<file path="src/inc/adcseq_regs.vh">
/*
  Register map, field positions, reset values and timing counts of the converter sequencer.
  Assumes a 25 MHz clk; included by the sequencer design file.
*/
`ifndef ADCSEQ_REGS_VH
`define ADCSEQ_REGS_VH

// Register byte addresses on the AXI4-Lite bus
`define ADCSEQ_ADDR_PRIMARY     8'h00
`define ADCSEQ_ADDR_PORTCFG     8'h04
`define ADCSEQ_ADDR_RES_HIGH    8'h08
`define ADCSEQ_ADDR_RES_LOW     8'h0c
`define ADCSEQ_ADDR_STATUS      8'h10
`define ADCSEQ_IDX_ACQ_CTRL     8'h9b
`define ADCSEQ_ADDR_ACQ_CTRL    10'h26c

// converter_control_primary fields
`define ADCSEQ_PRI_ON_BIT       0
`define ADCSEQ_PRI_GO_BIT       2
`define ADCSEQ_PRI_CHS_LSB      3
`define ADCSEQ_PRI_CHS_MSB      5
`define ADCSEQ_PRI_CS_LSB       6
`define ADCSEQ_PRI_CS_MSB       7
`define ADCSEQ_PRI_RESET        8'h00

// converter_port_config fields
`define ADCSEQ_CFG_PCFG_LSB     0
`define ADCSEQ_CFG_PCFG_MSB     3
`define ADCSEQ_CFG_VREFP_BIT    4
`define ADCSEQ_CFG_VREFN_BIT    5
`define ADCSEQ_CFG_CS2_BIT      6
`define ADCSEQ_CFG_RESET        8'h00

// acquisition_time_control fields
`define ADCSEQ_ACQ_LSB          3
`define ADCSEQ_ACQ_MSB          5
`define ADCSEQ_ACQ_MASK         8'h38
`define ADCSEQ_ACQ_RESET        8'h00

// Status register: conversion_done_flag, write one to clear
`define ADCSEQ_STS_DONE_BIT     0

// Timing, in conversion bit periods
`define ADCSEQ_CONV_TAD         12
`define ADCSEQ_GAP_TAD          2
`define ADCSEQ_RESULT_BITS      10

// Clock and instruction cycle, in ns
`define ADCSEQ_CLK_PERIOD_NS    40
`define ADCSEQ_INSN_CYCLE_NS    160
`define ADCSEQ_INSN_CYCLES      (`ADCSEQ_INSN_CYCLE_NS / `ADCSEQ_CLK_PERIOD_NS)

`endif

</file>
<file path="src/design/adcseq_top.v">
/*
  Acquisition and conversion sequencer of a 10-bit SAR converter, with AXI4-Lite registers.
  Assumes an external comparator answering each trial code one clk later, and an RC
  oscillator tick input that is synchronous to clk.
*/
// Function
// [RULE_01] Acquisition-time field bits 5..3 selects 0,2,4,6,8,12,16,20 bit periods.
// [RULE_02] With RC clock source, one instruction cycle passes before the bit clock starts.
// [RULE_03] Bits 7..6 and 2..0 of acquisition control read zero.
// [RULE_04] Reset restores registers, turns converter off, aborts conversion.
// [RULE_05] At completion: load result, clear start flag, set done flag together.
// [RULE_06] Result registers have no reset; undefined until conversion or write.
// [RULE_07] After conversion wait two bit periods, hold capacitor disconnected.
// [RULE_08] Acquisition code zero: start flag begins conversion immediately.
// [RULE_09] Software ensures acquisition time before start when code is zero.
// [RULE_10] Nonzero code: keep sampling for programmed periods, then convert.
// [RULE_11] After every conversion resume sampling selected channel.
// [RULE_12] No status shows acquisition end or conversion begin, only start flag.
// [RULE_13] Result by successive approximation, 1024 steps; the code resolves it in 10 steps, one trial bit per period.
// [RULE_14] Sleep conversion only with RC clock; software selects it before sleep.
// [RULE_15] Software configures pins, reference, channel, times, then turns converter on.
// [RULE_16] Software clears done flag then sets interrupt enables for completion interrupt.
// [RULE_17] Software polls start flag or takes interrupt, reads results, clears done.
// [RULE_18] Reference selectable: supply rails or external reference pins.
// [RULE_19] Clearing start flag mid-conversion aborts; result registers keep old value.
// [RULE_20] A 10-bit conversion takes at least twelve bit periods.
// [RULE_21] Clock select gives 2,4,8,16,32,64 periods; x11 selects RC oscillator.
// [RULE_22] Acquisition counts bit periods; start flag set until conversion completes.
// [RULE_23] Acquisition field resets to 000.
`include "adcseq_regs.vh"
`timescale 1ns/100ps
`default_nettype none

module adcseq_top #(
  parameter ADDR_W = 12
) (
  input  wire              clk,
  input  wire              rst_n,
  input  wire [ADDR_W-1:0] s_axi_awaddr,
  input  wire              s_axi_awvalid,
  output reg               s_axi_awready,
  input  wire [31:0]       s_axi_wdata,
  input  wire [3:0]        s_axi_wstrb,
  input  wire              s_axi_wvalid,
  output reg               s_axi_wready,
  output reg  [1:0]        s_axi_bresp,
  output reg               s_axi_bvalid,
  input  wire              s_axi_bready,
  input  wire [ADDR_W-1:0] s_axi_araddr,
  input  wire              s_axi_arvalid,
  output reg               s_axi_arready,
  output reg  [31:0]       s_axi_rdata,
  output reg  [1:0]        s_axi_rresp,
  output reg               s_axi_rvalid,
  input  wire              s_axi_rready,
  input  wire              rc_osc_tick,
  input  wire              cmp_above,
  output reg  [9:0]        sar_code_q,
  output reg               sample_switch_q,
  output reg               converter_on_q,
  output reg  [2:0]        channel_sel_q,
  output reg               vref_pos_ext_q,
  output reg               vref_neg_ext_q,
  output reg  [3:0]        pin_analog_cfg_q,
  output reg               conversion_done_flag_q
);

  localparam [4:0] ST_IDLE = 5'h01;
  localparam [4:0] ST_DLY  = 5'h02;
  localparam [4:0] ST_ACQ  = 5'h04;
  localparam [4:0] ST_CONV = 5'h08;
  localparam [4:0] ST_GAP  = 5'h10;
  localparam integer INSN_CYC_I = `ADCSEQ_INSN_CYCLES;
  localparam [2:0] INSN_CYC = INSN_CYC_I[2:0];

  reg  [7:0] primary_q;
  reg  [7:0] portcfg_q;
  reg  [7:0] acq_ctrl_q;
  reg  [9:0] result_q;
  reg        go_q;
  reg  [4:0] state_q;
  reg  [5:0] div_q;
  reg  [4:0] tad_cnt_q;
  reg  [3:0] bit_q;
  reg  [2:0] dly_q;
  reg        aw_hold_q;
  reg        w_hold_q;
  reg  [ADDR_W-1:0] awaddr_q;
  reg  [31:0] wdata_q;
  reg  [3:0] wstrb_q;

  wire [2:0] clk_sel = {portcfg_q[`ADCSEQ_CFG_CS2_BIT],
                        primary_q[`ADCSEQ_PRI_CS_MSB:`ADCSEQ_PRI_CS_LSB]};
  wire       use_rc  = (clk_sel[1:0] == 2'b11); // RULE_21
  wire [2:0] acq_sel = acq_ctrl_q[`ADCSEQ_ACQ_MSB:`ADCSEQ_ACQ_LSB];

  // Divider terminal count per clock select
  reg  [5:0] div_last;
  always @* begin
    case ({clk_sel[2], clk_sel[1:0]}) // RULE_21
      3'b000:  div_last = 6'h01;
      3'b100:  div_last = 6'h03;
      3'b001:  div_last = 6'h07;
      3'b101:  div_last = 6'h0f;
      3'b010:  div_last = 6'h1f;
      3'b110:  div_last = 6'h3f;
      default: div_last = 6'h00;
    endcase
  end

  // Acquisition length in bit periods
  reg  [4:0] acq_tads;
  always @* begin
    case (acq_sel) // RULE_01
      3'h0:    acq_tads = 5'h00;
      3'h1:    acq_tads = 5'h02;
      3'h2:    acq_tads = 5'h04;
      3'h3:    acq_tads = 5'h06;
      3'h4:    acq_tads = 5'h08;
      3'h5:    acq_tads = 5'h0c;
      3'h6:    acq_tads = 5'h10;
      default: acq_tads = 5'h14;
    endcase
  end

  wire tad_tick = use_rc ? rc_osc_tick : (div_q == div_last);

  // Bus decode: a write acts only once both halves are captured, never on a pending offer
  wire        wr_fire = aw_hold_q && w_hold_q && !s_axi_bvalid;
  wire [ADDR_W-1:0] wa = awaddr_q;
  wire [31:0] wd = wdata_q;
  wire        wb0 = wstrb_q[0];
  wire        wr_lane = wr_fire && wb0;
  wire        wr_pri  = wr_lane && (wa == `ADCSEQ_ADDR_PRIMARY);
  wire        wr_cfg  = wr_lane && (wa == `ADCSEQ_ADDR_PORTCFG);
  wire        wr_acq  = wr_lane && (wa == `ADCSEQ_ADDR_ACQ_CTRL);
  wire        wr_resh = wr_lane && (wa == `ADCSEQ_ADDR_RES_HIGH);
  wire        wr_resl = wr_lane && (wa == `ADCSEQ_ADDR_RES_LOW);
  wire        wr_sts  = wr_lane && (wa == `ADCSEQ_ADDR_STATUS);
  wire        wr_ok   = (wa == `ADCSEQ_ADDR_PRIMARY) || (wa == `ADCSEQ_ADDR_PORTCFG) ||
                        (wa == `ADCSEQ_ADDR_ACQ_CTRL) || (wa == `ADCSEQ_ADDR_RES_HIGH) ||
                        (wa == `ADCSEQ_ADDR_RES_LOW) || (wa == `ADCSEQ_ADDR_STATUS);

  wire        go_set  = wr_pri && wd[`ADCSEQ_PRI_GO_BIT] && !go_q && wd[`ADCSEQ_PRI_ON_BIT] &&
                        primary_q[`ADCSEQ_PRI_ON_BIT];
  wire        go_clr  = wr_pri && !wd[`ADCSEQ_PRI_GO_BIT];
  wire        conv_end = (state_q == ST_CONV) && tad_tick &&
                         (tad_cnt_q == 5'd`ADCSEQ_CONV_TAD - 5'd1);

  reg  [31:0] rd_word;
  reg         rd_ok;
  always @* begin
    rd_ok = 1'b1;
    case (s_axi_araddr)
      `ADCSEQ_ADDR_PRIMARY:  rd_word = {24'h0, primary_q[7:3], go_q, 1'b0, // RULE_12
                                        primary_q[0]};
      `ADCSEQ_ADDR_PORTCFG:  rd_word = {24'h0, 1'b0, portcfg_q[6:0]};
      `ADCSEQ_ADDR_ACQ_CTRL: rd_word = {24'h0, acq_ctrl_q & `ADCSEQ_ACQ_MASK}; // RULE_03
      `ADCSEQ_ADDR_RES_HIGH: rd_word = {30'h0, result_q[9:8]};
      `ADCSEQ_ADDR_RES_LOW:  rd_word = {24'h0, result_q[7:0]};
      `ADCSEQ_ADDR_STATUS:   rd_word = {31'h0, conversion_done_flag_q};
      default: begin
        rd_word = 32'h0;
        rd_ok   = 1'b0;
      end
    endcase
  end

  // Result registers carry no reset so power-up content stays undefined
  always @(posedge clk) begin
    if (rst_n && conv_end && go_q && !go_clr) begin
      result_q <= sar_code_q; // RULE_05 RULE_06
    end else begin
      if (wr_resh) result_q[9:8] <= wd[1:0];
      if (wr_resl) result_q[7:0] <= wd[7:0];
    end
  end

  always @(posedge clk) begin
    if (!rst_n) begin // RULE_04
      primary_q <= `ADCSEQ_PRI_RESET;
      portcfg_q <= `ADCSEQ_CFG_RESET;
      acq_ctrl_q <= `ADCSEQ_ACQ_RESET; // RULE_23
      go_q <= 1'b0;
      conversion_done_flag_q <= 1'b0;
      state_q <= ST_IDLE;
      div_q <= 6'h00;
      tad_cnt_q <= 5'h00;
      bit_q <= 4'h0;
      dly_q <= 3'h0;
      sar_code_q <= 10'h000;
      sample_switch_q <= 1'b0;
      converter_on_q <= 1'b0;
      channel_sel_q <= 3'h0;
      vref_pos_ext_q <= 1'b0;
      vref_neg_ext_q <= 1'b0;
      pin_analog_cfg_q <= 4'h0;
      s_axi_awready <= 1'b0;
      s_axi_wready <= 1'b0;
      s_axi_bvalid <= 1'b0;
      s_axi_bresp <= 2'b00;
      s_axi_arready <= 1'b0;
      s_axi_rvalid <= 1'b0;
      s_axi_rresp <= 2'b00;
      s_axi_rdata <= 32'h0;
      aw_hold_q <= 1'b0;
      w_hold_q <= 1'b0;
      awaddr_q <= {ADDR_W{1'b0}};
      wdata_q <= 32'h0;
      wstrb_q <= 4'h0;
    end else begin
      // Write channel: capture address and data in either order
      s_axi_awready <= !aw_hold_q && !s_axi_awready && !s_axi_bvalid;
      s_axi_wready <= !w_hold_q && !s_axi_wready && !s_axi_bvalid;
      if (s_axi_awvalid && s_axi_awready) begin
        aw_hold_q <= 1'b1;
        awaddr_q <= s_axi_awaddr;
      end
      if (s_axi_wvalid && s_axi_wready) begin
        w_hold_q <= 1'b1;
        wdata_q <= s_axi_wdata;
        wstrb_q <= s_axi_wstrb;
      end
      if (aw_hold_q && w_hold_q && !s_axi_bvalid) begin
        aw_hold_q <= 1'b0;
        w_hold_q <= 1'b0;
        s_axi_bvalid <= 1'b1;
        s_axi_bresp <= wr_ok ? 2'b00 : 2'b10;
      end else if (s_axi_bvalid && s_axi_bready) begin
        s_axi_bvalid <= 1'b0;
      end
      // Read channel
      s_axi_arready <= !s_axi_arready && !s_axi_rvalid;
      if (s_axi_arvalid && s_axi_arready) begin
        s_axi_rvalid <= 1'b1;
        s_axi_rdata <= rd_word;
        s_axi_rresp <= rd_ok ? 2'b00 : 2'b10;
      end else if (s_axi_rvalid && s_axi_rready) begin
        s_axi_rvalid <= 1'b0;
      end

      if (aw_hold_q && w_hold_q && !s_axi_bvalid) begin
        if (wr_pri) primary_q <= wd[7:0] & 8'hfb;
        if (wr_cfg) portcfg_q <= wd[7:0] & 8'h7f;
        if (wr_acq) acq_ctrl_q <= wd[7:0] & `ADCSEQ_ACQ_MASK; // RULE_03
      end

      converter_on_q <= primary_q[`ADCSEQ_PRI_ON_BIT];
      channel_sel_q <= primary_q[`ADCSEQ_PRI_CHS_MSB:`ADCSEQ_PRI_CHS_LSB];
      vref_pos_ext_q <= portcfg_q[`ADCSEQ_CFG_VREFP_BIT]; // RULE_18
      vref_neg_ext_q <= portcfg_q[`ADCSEQ_CFG_VREFN_BIT]; // RULE_18
      pin_analog_cfg_q <= portcfg_q[`ADCSEQ_CFG_PCFG_MSB:`ADCSEQ_CFG_PCFG_LSB];

      // Done flag: the hardware set wins over a simultaneous clear
      if (conv_end && go_q && !go_clr)
        conversion_done_flag_q <= 1'b1; // RULE_05
      else if (wr_sts && wd[`ADCSEQ_STS_DONE_BIT])
        conversion_done_flag_q <= 1'b0;

      // Start flag stays set through acquisition and conversion
      if (go_set && wr_fire && aw_hold_q && w_hold_q)
        go_q <= 1'b1; // RULE_22
      else if ((go_clr && aw_hold_q && w_hold_q && !s_axi_bvalid) || conv_end ||
               !primary_q[`ADCSEQ_PRI_ON_BIT])
        go_q <= 1'b0; // RULE_05 RULE_19

      div_q <= (tad_tick || state_q == ST_IDLE) ? 6'h00 : div_q + 6'h01;

      case (state_q)
        ST_IDLE: begin
          sample_switch_q <= primary_q[`ADCSEQ_PRI_ON_BIT]; // RULE_11
          tad_cnt_q <= 5'h00;
          if (go_q) begin
            dly_q <= 3'h0;
            if (use_rc) begin
              state_q <= ST_DLY; // RULE_02 RULE_14
            end else if (acq_tads == 5'h00) begin
              sample_switch_q <= 1'b0; // RULE_08
              bit_q <= 4'd9;
              sar_code_q <= 10'h200;
              state_q <= ST_CONV;
            end else begin
              state_q <= ST_ACQ; // RULE_10
            end
          end
        end
        ST_DLY: begin
          // Start on an RC period boundary so the first period is whole and the trial code settled
          if (dly_q != INSN_CYC - 3'h1) dly_q <= dly_q + 3'h1;
          if (!go_q) begin
            state_q <= ST_IDLE;
          end else if (dly_q == INSN_CYC - 3'h1 && tad_tick) begin // RULE_02
            if (acq_tads == 5'h00) begin
              sample_switch_q <= 1'b0;
              bit_q <= 4'd9;
              sar_code_q <= 10'h200;
              state_q <= ST_CONV;
            end else begin
              state_q <= ST_ACQ;
            end
          end
        end
        ST_ACQ: begin
          if (!go_q) begin
            state_q <= ST_IDLE;
          end else if (tad_tick) begin
            if (tad_cnt_q == acq_tads - 5'h01) begin // RULE_10 RULE_22
              tad_cnt_q <= 5'h00;
              sample_switch_q <= 1'b0;
              bit_q <= 4'd9;
              sar_code_q <= 10'h200;
              state_q <= ST_CONV;
            end else begin
              tad_cnt_q <= tad_cnt_q + 5'h01;
            end
          end
        end
        ST_CONV: begin
          if (!go_q) begin
            tad_cnt_q <= 5'h00;
            state_q <= ST_GAP; // RULE_19
          end else if (tad_tick) begin
            tad_cnt_q <= tad_cnt_q + 5'h01;
            // One trial bit per period during the first ten periods
            if (tad_cnt_q < 5'd`ADCSEQ_RESULT_BITS) begin // RULE_13
              if (!cmp_above) sar_code_q[bit_q] <= 1'b0;
              if (bit_q != 4'h0) begin
                sar_code_q[bit_q - 4'h1] <= 1'b1;
                bit_q <= bit_q - 4'h1;
              end
            end
            if (conv_end) begin // RULE_20
              tad_cnt_q <= 5'h00;
              state_q <= ST_GAP;
            end
          end
        end
        ST_GAP: begin
          sample_switch_q <= 1'b0; // RULE_07
          if (tad_tick) begin
            if (tad_cnt_q == 5'd`ADCSEQ_GAP_TAD - 5'd1) begin
              tad_cnt_q <= 5'h00;
              state_q <= ST_IDLE; // RULE_11
            end else begin
              tad_cnt_q <= tad_cnt_q + 5'h01;
            end
          end
        end
        default: state_q <= ST_IDLE;
      endcase
      if (!primary_q[`ADCSEQ_PRI_ON_BIT]) sample_switch_q <= 1'b0; // RULE_04
    end
  end

endmodule // adcseq_top

`default_nettype wire

</file>
<file path="config.mk">
export PLATFORM = sky130hd
export DESIGN_NAME = adcseq_top
export DESIGN_NICKNAME = d
export VERILOG_FILES = /design/src/design/adcseq_top.v
export VERILOG_INCLUDE_DIRS = /design/src /design/src/inc
export SDC_FILE = /design/constraint.sdc
export NUM_CORES = 1
export LEC_CHECK = 0
export BUFFER_PORTS_ARGS = -buffer_cell sky130_fd_sc_hd__clkbuf_2
export CAP_MARGIN = 30
export CORE_AREA = 2 2 141 109
export DETAILED_ROUTE_END_ITERATION = 8
export DIE_AREA = 0 0 143 111
export GPL_ROUTABILITY_DRIVEN = 0
export PLACE_DENSITY = 0.68
export SLEW_MARGIN = 20
export SYNTH_ARGS = -nofsm -noshare
export SYNTH_HDL_FRONTEND = slang
export SYNTH_SLANG_ARGS = --single-unit
export TNS_END_PERCENT = 5
</file>
<file path="constraint.sdc">
create_clock -name clk -period 2.9 [get_ports clk]
set_clock_uncertainty 0.1 [all_clocks]
set_input_delay 0.145 -clock clk [delete_from_list [all_inputs] [get_ports clk]]
set_output_delay 0.145 -clock clk [all_outputs]
set_load 0.02 [all_outputs]
</file>
==> results.toml, run 1 <==
[die]
initial_core_util_pct = 38.6
die-width_um = 143
boundaryPins = 132
coreArea_um2 = 14700
die_h_um = 111
dieArea_um2 = 15900
floorplan.rows = 39

[pwr]
vdd.ir_drop.worst_uv = 304
fin_total_pwr_uw = 3180
p_leak_uw = 0.00265
p_per_area_nw_per_um2 = 463

[global_route]
grtUsageMet3_pct = 3.80
grt_start_max_net_pins = 44
grt.total_usage_pct = 18.1
grt_first_pass_wirelength_um = 22900
top_usage_layer = "met1"
gr-total-overflow = 0
gr-usage-met1_pct = 28.1
gr-usage-met2_pct = 25.3
antenna_violations_before_repair = 0
first_global_vias = 4374

[route]
drt_iter0_drc = 327
drt_pass1_iterations = 5
drt.antenna.violating_nets = 0
vias = 4982
routed_wire_length_um = 14500
post_drt_wl_per_cell_um = 14.9
remaining_drc_errors = 0
via_per_inst = 5.10

[placed_design]
port_buffers = 78
dpl.hpwl_um = 10300
pre_cts_ws_ps = -20.8
placed_cell_area_um2 = 6240

[clock_tree]
tritoncts_num_sinks = 110
htree_num_levels = 3
cts_inserted_buffers = 9
cts_tree = "yes"
clk_root_buffer_cell = "clkbuf_16"
path_clk_slew_ps = 80
max-clock-path-buffers = 2
clk_latency_ps = 360

[worst_setup_path]
worstSetupEndpointType = "register"
timing.critical_path.fanout_max = 6
worst_r2r_path_depth = 11
critical_path_class = "reg2reg"
crit_path_end = "sar_code_q[9]"
reg2reg_to = "sar_code_q[9]"
worst-endpoint-required_ps = 3060
worst_r2r_startpoint = "primary_q[7]"
critPathArrivalTime_ps = 3020
worst_setup_path_start_kind = "register"
rrSetupSlack_ps = 40
setup.worst_path.start = "primary_q[7]"

[logic_synthesis]
async_set_or_reset_register_ratio_after_synthesis_pct = 0
synth.lib_cells_used.distinct = 66
synth_enable_flop_cells = 10
postSynthAreaPerCell_um2 = 8.52
yosys.area.top_type = "dfxtp_1"
post_synth_instance_area_um2 = 5670
post-synth-top-area-fraction_pct = 35.3
ys.warnings.count = 0
synth_ff_type = "dfxtp_1"
ys_ff_latch = 110
portion_of_the_post_synthesis_area_used_by_sequential_elements_pct = 40.6
yosys-top-cells-area = "dfxtp_1 (35%), edfxtp_1 (5.3%), nand2_1 (5.3%)"
syn-instance-count = 666

[job]
maxCapViolCount = 0

[sta]
fin_tns_setup_ps = 0
worst_slew_margin_rel_pct = 55.6
rsz0062_at_grt = "yes"
min_period_ps = 2860
final-hold-violation-count = 0
setup_ws_post_layout_ps = 38.6
slew_violations = 0
fmax_mhz = 349
tightestPinTransition_ps = 665
setup_viol = 0
final_min_period_over_clock_period_pct = 98.7

[finish]
drive_above_1_share_pct = 18.8
area_growth_pct = 21.2
most_frequent_cells_in_the_layout = "dfxtp_1 (98), nand2_1 (80), nor2_1 (78), clkbuf_2 (78), a21oi_1 (51)"
fillcell_total = 1400
final_net_count = 851
register_area_um2 = 2300
layout_commonest_cell = "dfxtp_1"
final_core_occ_pct = 46.8
multiInputGateArea_um2 = 3090
design_area_um2 = 6880
antenna_cells_inserted = 0

[worst_hold_path]
hold_path_class = "in2reg"
worstHoldPathCells = 3

[status]
outcome = "finished clean"
-- synth_stat cells, types with 6 or more instances --
| master | n |
|---|---|
| a21oi_1 | 51 |
| a22oi_1 | 10 |
| a31oi_1 | 7 |
| and2_1 | 12 |
| and3_1 | 7 |
| buf_4 | 28 |
| clkbuf_1 | 26 |
| dfxtp_1 | 100 |
| edfxtp_1 | 10 |
| ha_1 | 16 |
| inv_1 | 16 |
| mux2_1 | 6 |
| mux2_2 | 7 |
| mux2i_1 | 28 |
| nand2_1 | 80 |
| nand2b_1 | 20 |
| nand3_1 | 28 |
| nand3b_1 | 6 |
| nor2_1 | 78 |
| nor3_1 | 20 |
| o21ai_0 | 14 |
-- where the power goes --
group | switching (uW) | internal, uW | total, uW
Clock | 609 | 604 | 1210
Sequential | 35.6 | 1560 | 1600
Combinational | 226 | 147 | 374
Total | 871 | 2310 | 3180
-- flip-flops by register name, summed over array words and instances (netlist names), 4 cells and up --
register          cells
wd                    8
div_q                 6
portcfg_q             7
result_q             10
awaddr_q             12
sar_code_q           10
bit_q                 4
s_axi_rdata           8
state_q               5
primary_q             6
tad_cnt_q             5
pin_analog_cfg_q      4
-- worst max-delay path: stages, from the launching register on --
cell,delay (ps)
dfxtp_2,350
inv_1,60
ha_1,310
o31a_1,300
o41ai_4,400
buf_4,210
a31oi_4,90
nor4_4,300
buf_6,180
buf_12,120
nand4b_1,100
a32o_1,230
-- per-stage QoR --
step                std cells  hold WS, ps
floorplan                 691          176
global placement          932          273
detailed placement        932          272
CTS                       971         17.0
global route              976         52.0
finish                    976         22.6
-- how the worst min path moves through the flow --
stage / start / endpoint
2_1_floorplan: rst_n / converter_on_q
3_3_place_gp: s_axi_awaddr[9] / awaddr_q[9]
3_5_place_dp: s_axi_awaddr[9] / awaddr_q[9]
4_1_cts: s_axi_arvalid / s_axi_rresp[1]
5_1_grt: s_axi_arvalid / s_axi_rresp[1]
6_report: s_axi_arvalid / s_axi_rresp[1]
-- layer usage --
layer	vias to the layer above	part of all wire, %
li1	2487	-
met1	2345	51
met2	135	42
met3	15	5.6
met4	0	1.2
met5	-	0
-- cell type report --
cell class | count | area share, %
multi-input combinational | 504 | 44.9
sequential | 110 | 33.5
timing repair buffer | 125 | 12.8
tap | 205 | 3.73
clock buffer | 9 | 3.28
clock inverter | 7 | 0.910
inverter | 16 | 0.874
-- kinds of logic after synthesis --
| kind of cell | count (synthesis) | share of synthesized area [%] |
|---|---|---|
| muxes | 42 | 7.92 |
| and+or+nand+nor | 282 | 24.3 |
| buffers and inverters | 77 | 7.28 |
| DFF | 110 | 40.6 |
| adders and majority gates | 16 | 3.53 |
| xor gates and xnor gates | 10 | 1.54 |
| AOI/OAI and AO/OA | 128 | 14.8 |
| other | 1 | 0.0661 |
-- what timing repair did --
item,4_1_cts,5_1_grt
cloned,0,2
resized for setup,1,11
pin swaps,1,8
setup endpoints to repair,6,35
setup buffers,0,3
hold endpoints to repair,23,0
hold buffers,23,0
Power figures use the tool's default switching activity.
==> run 2: changes to the inputs <==
- CORE_AREA: 2 2 141 109 -> 2 2 128 99
- DIE_AREA: 0 0 143 111 -> 0 0 130 101
- PLACE_DENSITY: 0.68 -> 0.79
==> run 2 against run 1 <==
Clock-buffer cell count up 1; first-iteration DRC count up 27%; register-to-register slack better by 50 ps; power up 5.6%; die area down 17%; core utilization up 10 points; non-clock buffer count down 1; routed wire length up 0.89%; global-route usage up 3.9 points; via count up 2.9%; sequential power about the same; maximum frequency up 1.8%.
==> results.toml, run 2 (synthesized netlist as in run 1, its figures left out) <==
[status]
outcome = "finished clean"

[worst_setup_path]
worst_r2r_startpoint = "primary_q[6]"
timing.critical_path.depth = 11
worst_r2r_path_depth = 11
worst_path_most_repeated_cell = "buf_4"
reg2reg_to = "bit_q[1]"
timing.critical_path.fanout_max = 11
worst_setup_path_start_kind = "register"
rrSetupSlack_ps = 90
worstSetupEndpointType = "register"
path_buf_inv = 4
critical_path_class = "reg2reg"
critPathArrivalTime_ps = 2960
critical-path-slowest-cell = "o41ai_4"
worst-endpoint-required_ps = 3050
worst_path_dominant_cell_family = "compound AO/OA/AOI/OAI gates"
worst_path_largest_cell_delay_ps = 370
worst_path_cell_trace = "inv_1, ha_4, o31a_1, o41ai_4, buf_4, a31oi_2, nor4_4, buf_4, buf_12, o21ai_1, a32o_1"

[route]
remaining_drc_errors = 0
drt_pass1_iterations = 6
routed_wire_length_um = 14700
drt.antenna.violating_nets = 0
post_drt_wl_per_cell_um = 15.7
vias = 5124
via_per_inst = 5.47
drt_iter0_drc = 415

[sta]
tightestPinTransition_ps = 612
hold_ws_ps = 12.7
final_min_period_over_clock_period_pct = 97.0
min_period_ps = 2810
final-hold-violation-count = 0
fmax_mhz = 356
worst_slew_margin_rel_pct = 59.2
setup_viol = 0
slew_violations = 0

[placed_design]
placed_cell_area_um2 = 6190
dpl.hpwl_um = 10000
port_buffers = 78

[die]
floorplan.rows = 35
die-width_um = 130
boundaryPins = 132
coreArea_um2 = 12000
die_h_um = 101
dieArea_um2 = 13100
initial_core_util_pct = 47.5

[global_route]
grt_start_max_net_pins = 54
grt_first_pass_wirelength_um = 22500
first_global_vias = 4480
gr-total-overflow = 0
antenna_violations_before_repair = 0
grt.total_usage_pct = 22.0

[job]
maxCapViolCount = 0

[clock_tree]
htree_num_levels = 3
cts_inserted_buffers = 9
clk_latency_ps = 350
cts_tree = "yes"
tritoncts_num_sinks = 110
path_clk_slew_ps = 70
clk_root_buffer_cell = "clkbuf_16"
max-clock-path-buffers = 2

[pwr]
p_leak_uw = 0.00265
vdd.ir_drop.worst_uv = 334
p_per_area_nw_per_um2 = 491

[finish]
biggestRegsByFlops = "awaddr_q (12), result_q (10), sar_code_q (10)"
drive_above_1_share_pct = 18.3
most_frequent_cells_in_the_layout = "dfxtp_1 (98), nand2_1 (80), nor2_1 (78), clkbuf_2 (78), a21oi_1 (51)"
antenna_cells_inserted = 0
multiInputGateArea_um2 = 3080
design_area_um2 = 6840
max_flop_register = "awaddr_q"
final_net_count = 850
area_growth_pct = 20.6
layout_commonest_cell = "dfxtp_1"
largest_register_ffs = 12
fillcell_total = 1011
register_area_um2 = 2300

[worst_hold_path]
worstHoldPathCells = 3
destination_of_the_worst_hold_path = "s_axi_rresp[1]"
min_from = "s_axi_arvalid"
hold_path_class = "in2reg"
## run 2: routing by layer
| metal | share of wire [%] | track usage, % |
|---|---|---|
| met1 | 45 | 32.1 |
| met2 | 44 | 32.1 |
| met3 | 9.9 | 5.63 |
| met4 | 1.5 | 6.12 |
| met5 | 0 | 0 |
## run 2: where the power goes
group / switching, uW / internal [uW]
Sequential: 36.5 / 1560
Clock: 555 / 845
Combinational: 222 / 143
Total: 813 / 2550
## run 2: metrics by stage
stage          utilization (%)  setup TNS, ps  setup slack (ps)  power (uW)  cells
3_3_place_gp              51.8              0               107        1950    893
2_1_floorplan                -              0              9.29        1870    691
4_1_cts                   56.5              0              34.6        3370    932
6_report                  57.2              0              87.9        3360    936
3_5_place_dp              51.8              0              62.2        1950    893
5_1_grt                   57.2          -12.1             -12.1        3470    936
## run 2: worst max path at each step
stage / startpoint / endpoint
final: primary_q[6] / bit_q[1]
after global routing: primary_q[6] / bit_q[1]
after CTS: primary_q[7] / result_q[0]
after detailed placement: primary_q[7] / result_q[1]
after global placement: primary_q[7] / result_q[9]
after floorplan: primary_q[6] / result_q[0]
## run 2: layout make-up
type                            instances  share of cell area, %
Sequential cell                       110                   33.7
Inverter                               16                  0.878
Tap cell                              166                   3.04
Clock inverter                          6                   1.59
Timing Repair Buffer                  124                   12.4
Clock buffer                           10                   3.35
Multi-Input combinational cell        504                   45.1
## run 2: repair_timing
action                     4_1_cts  5_1_grt
hold endpoints to repair        23        0
buffers inserted                 0        3
setup endpoints to repair        0       19
hold buffers                    23        0
resized for setup                0        7
## run 2: tightest hold or removal path, delay by kind of cell
kind	cells	cell delay (ps)
AOI/OAI and AO/OA	1	130
buffers and inverters	1	90
and+or+nand+nor	1	50
==> run 3: changes to the inputs <==
- CORE_AREA: 2 2 128 99 -> 2 2 122 94
- DIE_AREA: 0 0 130 101 -> 0 0 124 96
- PLACE_DENSITY: 0.79 -> 0.83
- clock period: 2.9 -> 2.6 ns (I/O delays scaled with it)
==> run 3 against run 2 <==
The flow now finishes with violations (negative setup slack); hold slack better by 75 ps; clock power up 3%; routed wire length grew 5.8%; sequential power grew 11%; worst setup slack worse by 210 ps; cell area up 3.5%; combinational power grew 24%; die area shrank 9.3%; critical path type unchanged; highest routed layer unchanged.
==> results.toml, run 3 (synthesized netlist as in run 1, its figures left out) <==
[worst_setup_path]
reg2reg_to = "sar_code_q[4]"
worst-endpoint-required_ps = 2760
worst_r2r_path_depth = 12
worst_path_most_repeated_cell = "buf_12"
worst_r2r_startpoint = "primary_q[6]"
worst_path_cell_trace = "inv_6, ha_4, xnor2_2, nand4b_1, o41ai_4, buf_4, a31oi_2, nor4_4, buf_12, buf_12, mux2i_1, nor2_1"
critical_path_class = "reg2reg"
worst_path_largest_cell_delay_ps = 390
worst_setup_path_start_kind = "register"
worstSetupEndpointType = "register"
rrSetupSlack_ps = -120
timing.critical_path.fanout_max = 17
critPathArrivalTime_ps = 2880
critical-path-slowest-cell = "dfxtp_4"

[clock_tree]
htree_num_levels = 3
max-clock-path-buffers = 2
tritoncts_num_sinks = 110
clk_root_buffer_cell = "clkbuf_16"
clk_latency_ps = 370
cts_inserted_buffers = 9
path_clk_slew_ps = 80
cts_tree = "yes"

[pwr]
p_sw_share_pct = 28.4
p_per_area_nw_per_um2 = 518
p_leak_uw = 0.00276
intPower_uw = 2630
switching_power_uw = 1040
fin_total_pwr_uw = 3670
clock_power_share_pct = 39.2
power.sequential.fraction_pct = 48.5
vdd.ir_drop.worst_uv = 383
pwr-share-comb_pct = 12.3

[placed_design]
port_buffers = 78
placed_cell_area_um2 = 6350
dpl.hpwl_um = 10500

[finish]
biggestRegsByFlops = "awaddr_q (12), result_q (10), sar_code_q (10)"
fillcell_total = 824
largest_register_ffs = 12
drive_above_1_share_pct = 23.2
antenna_cells_inserted = 0
register_area_um2 = 2310
design_area_um2 = 7080
layout_commonest_cell = "dfxtp_1"
multiInputGateArea_um2 = 3240
area_growth_pct = 24.8
final_net_count = 866
most_frequent_cells_in_the_layout = "dfxtp_1 (98), nand2_1 (80), nor2_1 (78), clkbuf_2 (78), a21oi_1 (48)"
max_flop_register = "awaddr_q"

[status]
outcome = "complete, but fails checks"
violated_checks = "negative setup slack"

[sta]
final-hold-violation-count = 0
rsz0062_at_grt = "yes"
tightestPinTransition_ps = 851
slew_violations = 0
setup_ws_post_layout_ps = -120
fmax_mhz = 368
setup_viol = 32
final_min_period_over_clock_period_pct = 105
min_period_ps = 2720
worst_slew_margin_rel_pct = 41.8
hold_ws_ps = 88.0

[route]
drt.antenna.violating_nets = 0
post_drt_wl_per_cell_um = 16.8
via_per_inst = 5.74
drt_pass1_iterations = 5
remaining_drc_errors = 0
routed_wire_length_um = 15500
drt_iter0_drc = 425
vias = 5313

[die]
coreArea_um2 = 10700
boundaryPins = 132
die-width_um = 124
floorplan.rows = 33
die_h_um = 96
initial_core_util_pct = 52.8
dieArea_um2 = 11900

[global_route]
grt_first_pass_wirelength_um = 24500
first_global_vias = 5080
grt.total_usage_pct = 26.7
grt_start_max_net_pins = 26
gr-total-overflow = 0
antenna_violations_before_repair = 0

[worst_hold_path]
min_from = "rst_n"
worstHoldPathCells = 2
destination_of_the_worst_hold_path = "state_q[0]"
hold_path_class = "in2reg"

[job]
maxCapViolCount = 0
run 3: worst max-delay path, delay by kind of cell, from the launching register on:
kind | cells | cell delay (ps)
AO/OA/AOI/OAI | 2 | 480
XOR/XNOR | 1 | 120
adder cells (fa/ha/maj) | 1 | 160
buffers and inverters | 4 | 560
flip-flops | 1 | 390
multiplexers | 1 | 210
AND/OR/NAND/NOR | 3 | 590
run 3: timing repair:
item                                    CTS  global route
hold buffers                             24             0
buffers inserted                          1             3
resized for setup                         9            19
hold endpoints to repair                 24             0
pin swaps                                 6             6
endpoints found under the setup margin   34            45
cloned                                    0             1
run 3: cell type report:
class | count | share of cell area (%)
flip-flops and latches | 110 | 32.6
well taps | 140 | 2.47
inverters | 16 | 0.919
clock inverters | 7 | 1.33
clock buffers | 9 | 3.18
multi-input cells | 504 | 45.7
repair buffers | 140 | 13.8
run 3: worst max-delay path by stage:
| stage | startpoint | endpoint | slack [ps] | cells past startpoint |
|---|---|---|---|---|
| final | primary_q[6] | sar_code_q[4] | -120 | 12 |
| after CTS | primary_q[6] | result_q[1] | -120 | 11 |
| after detailed placement | primary_q[6] | result_q[4] | -110 | 11 |
| after global routing | primary_q[6] | sar_code_q[2] | -220 | 12 |
| after floorplan | primary_q[6] | result_q[0] | -40 | 10 |
| after global placement | primary_q[6] | sar_code_q[9] | -50 | 11 |
run 3: power groups by stage:
| stage | Clock [uW] | Sequential, uW | Combinational, uW |
|---|---|---|---|
| CTS | 1450 | 1780 | 415 |
| detailed placement | 0 | 1820 | 375 |
| global placement | 0 | 1810 | 365 |
| floorplan | 0 | 1810 | 275 |
| finish | 1440 | 1780 | 452 |
| global route | 1520 | 1780 | 488 |
run 3: per-stage QoR:
| step | utilization (%) | cells | TNS (ps) | worst slack (ps) |
|---|---|---|---|---|
| after floorplan | - | 691 | -394 | -38.7 |
| after global placement | 59.1 | 881 | -602 | -51.5 |
| after detailed placement | 59.1 | 881 | -1940 | -114 |
| after CTS | 64.7 | 922 | -1910 | -120 |
| after global routing | 66.0 | 926 | -6640 | -224 |
| final | 66.0 | 926 | -1960 | -120 |
run 3: per-layer routing:
layer / vias up / share of wire, % / track usage [%] / wire [um]
met5: - / 0 / 0 / 0
met1: 2519 / 42 / 34.9 / 6480
met2: 242 / 48 / 43.4 / 7470
met4: 0 / 2.1 / 9.36 / 325
li1: 2513 / - / - / -
met3: 39 / 7.9 / 6.34 / 1230
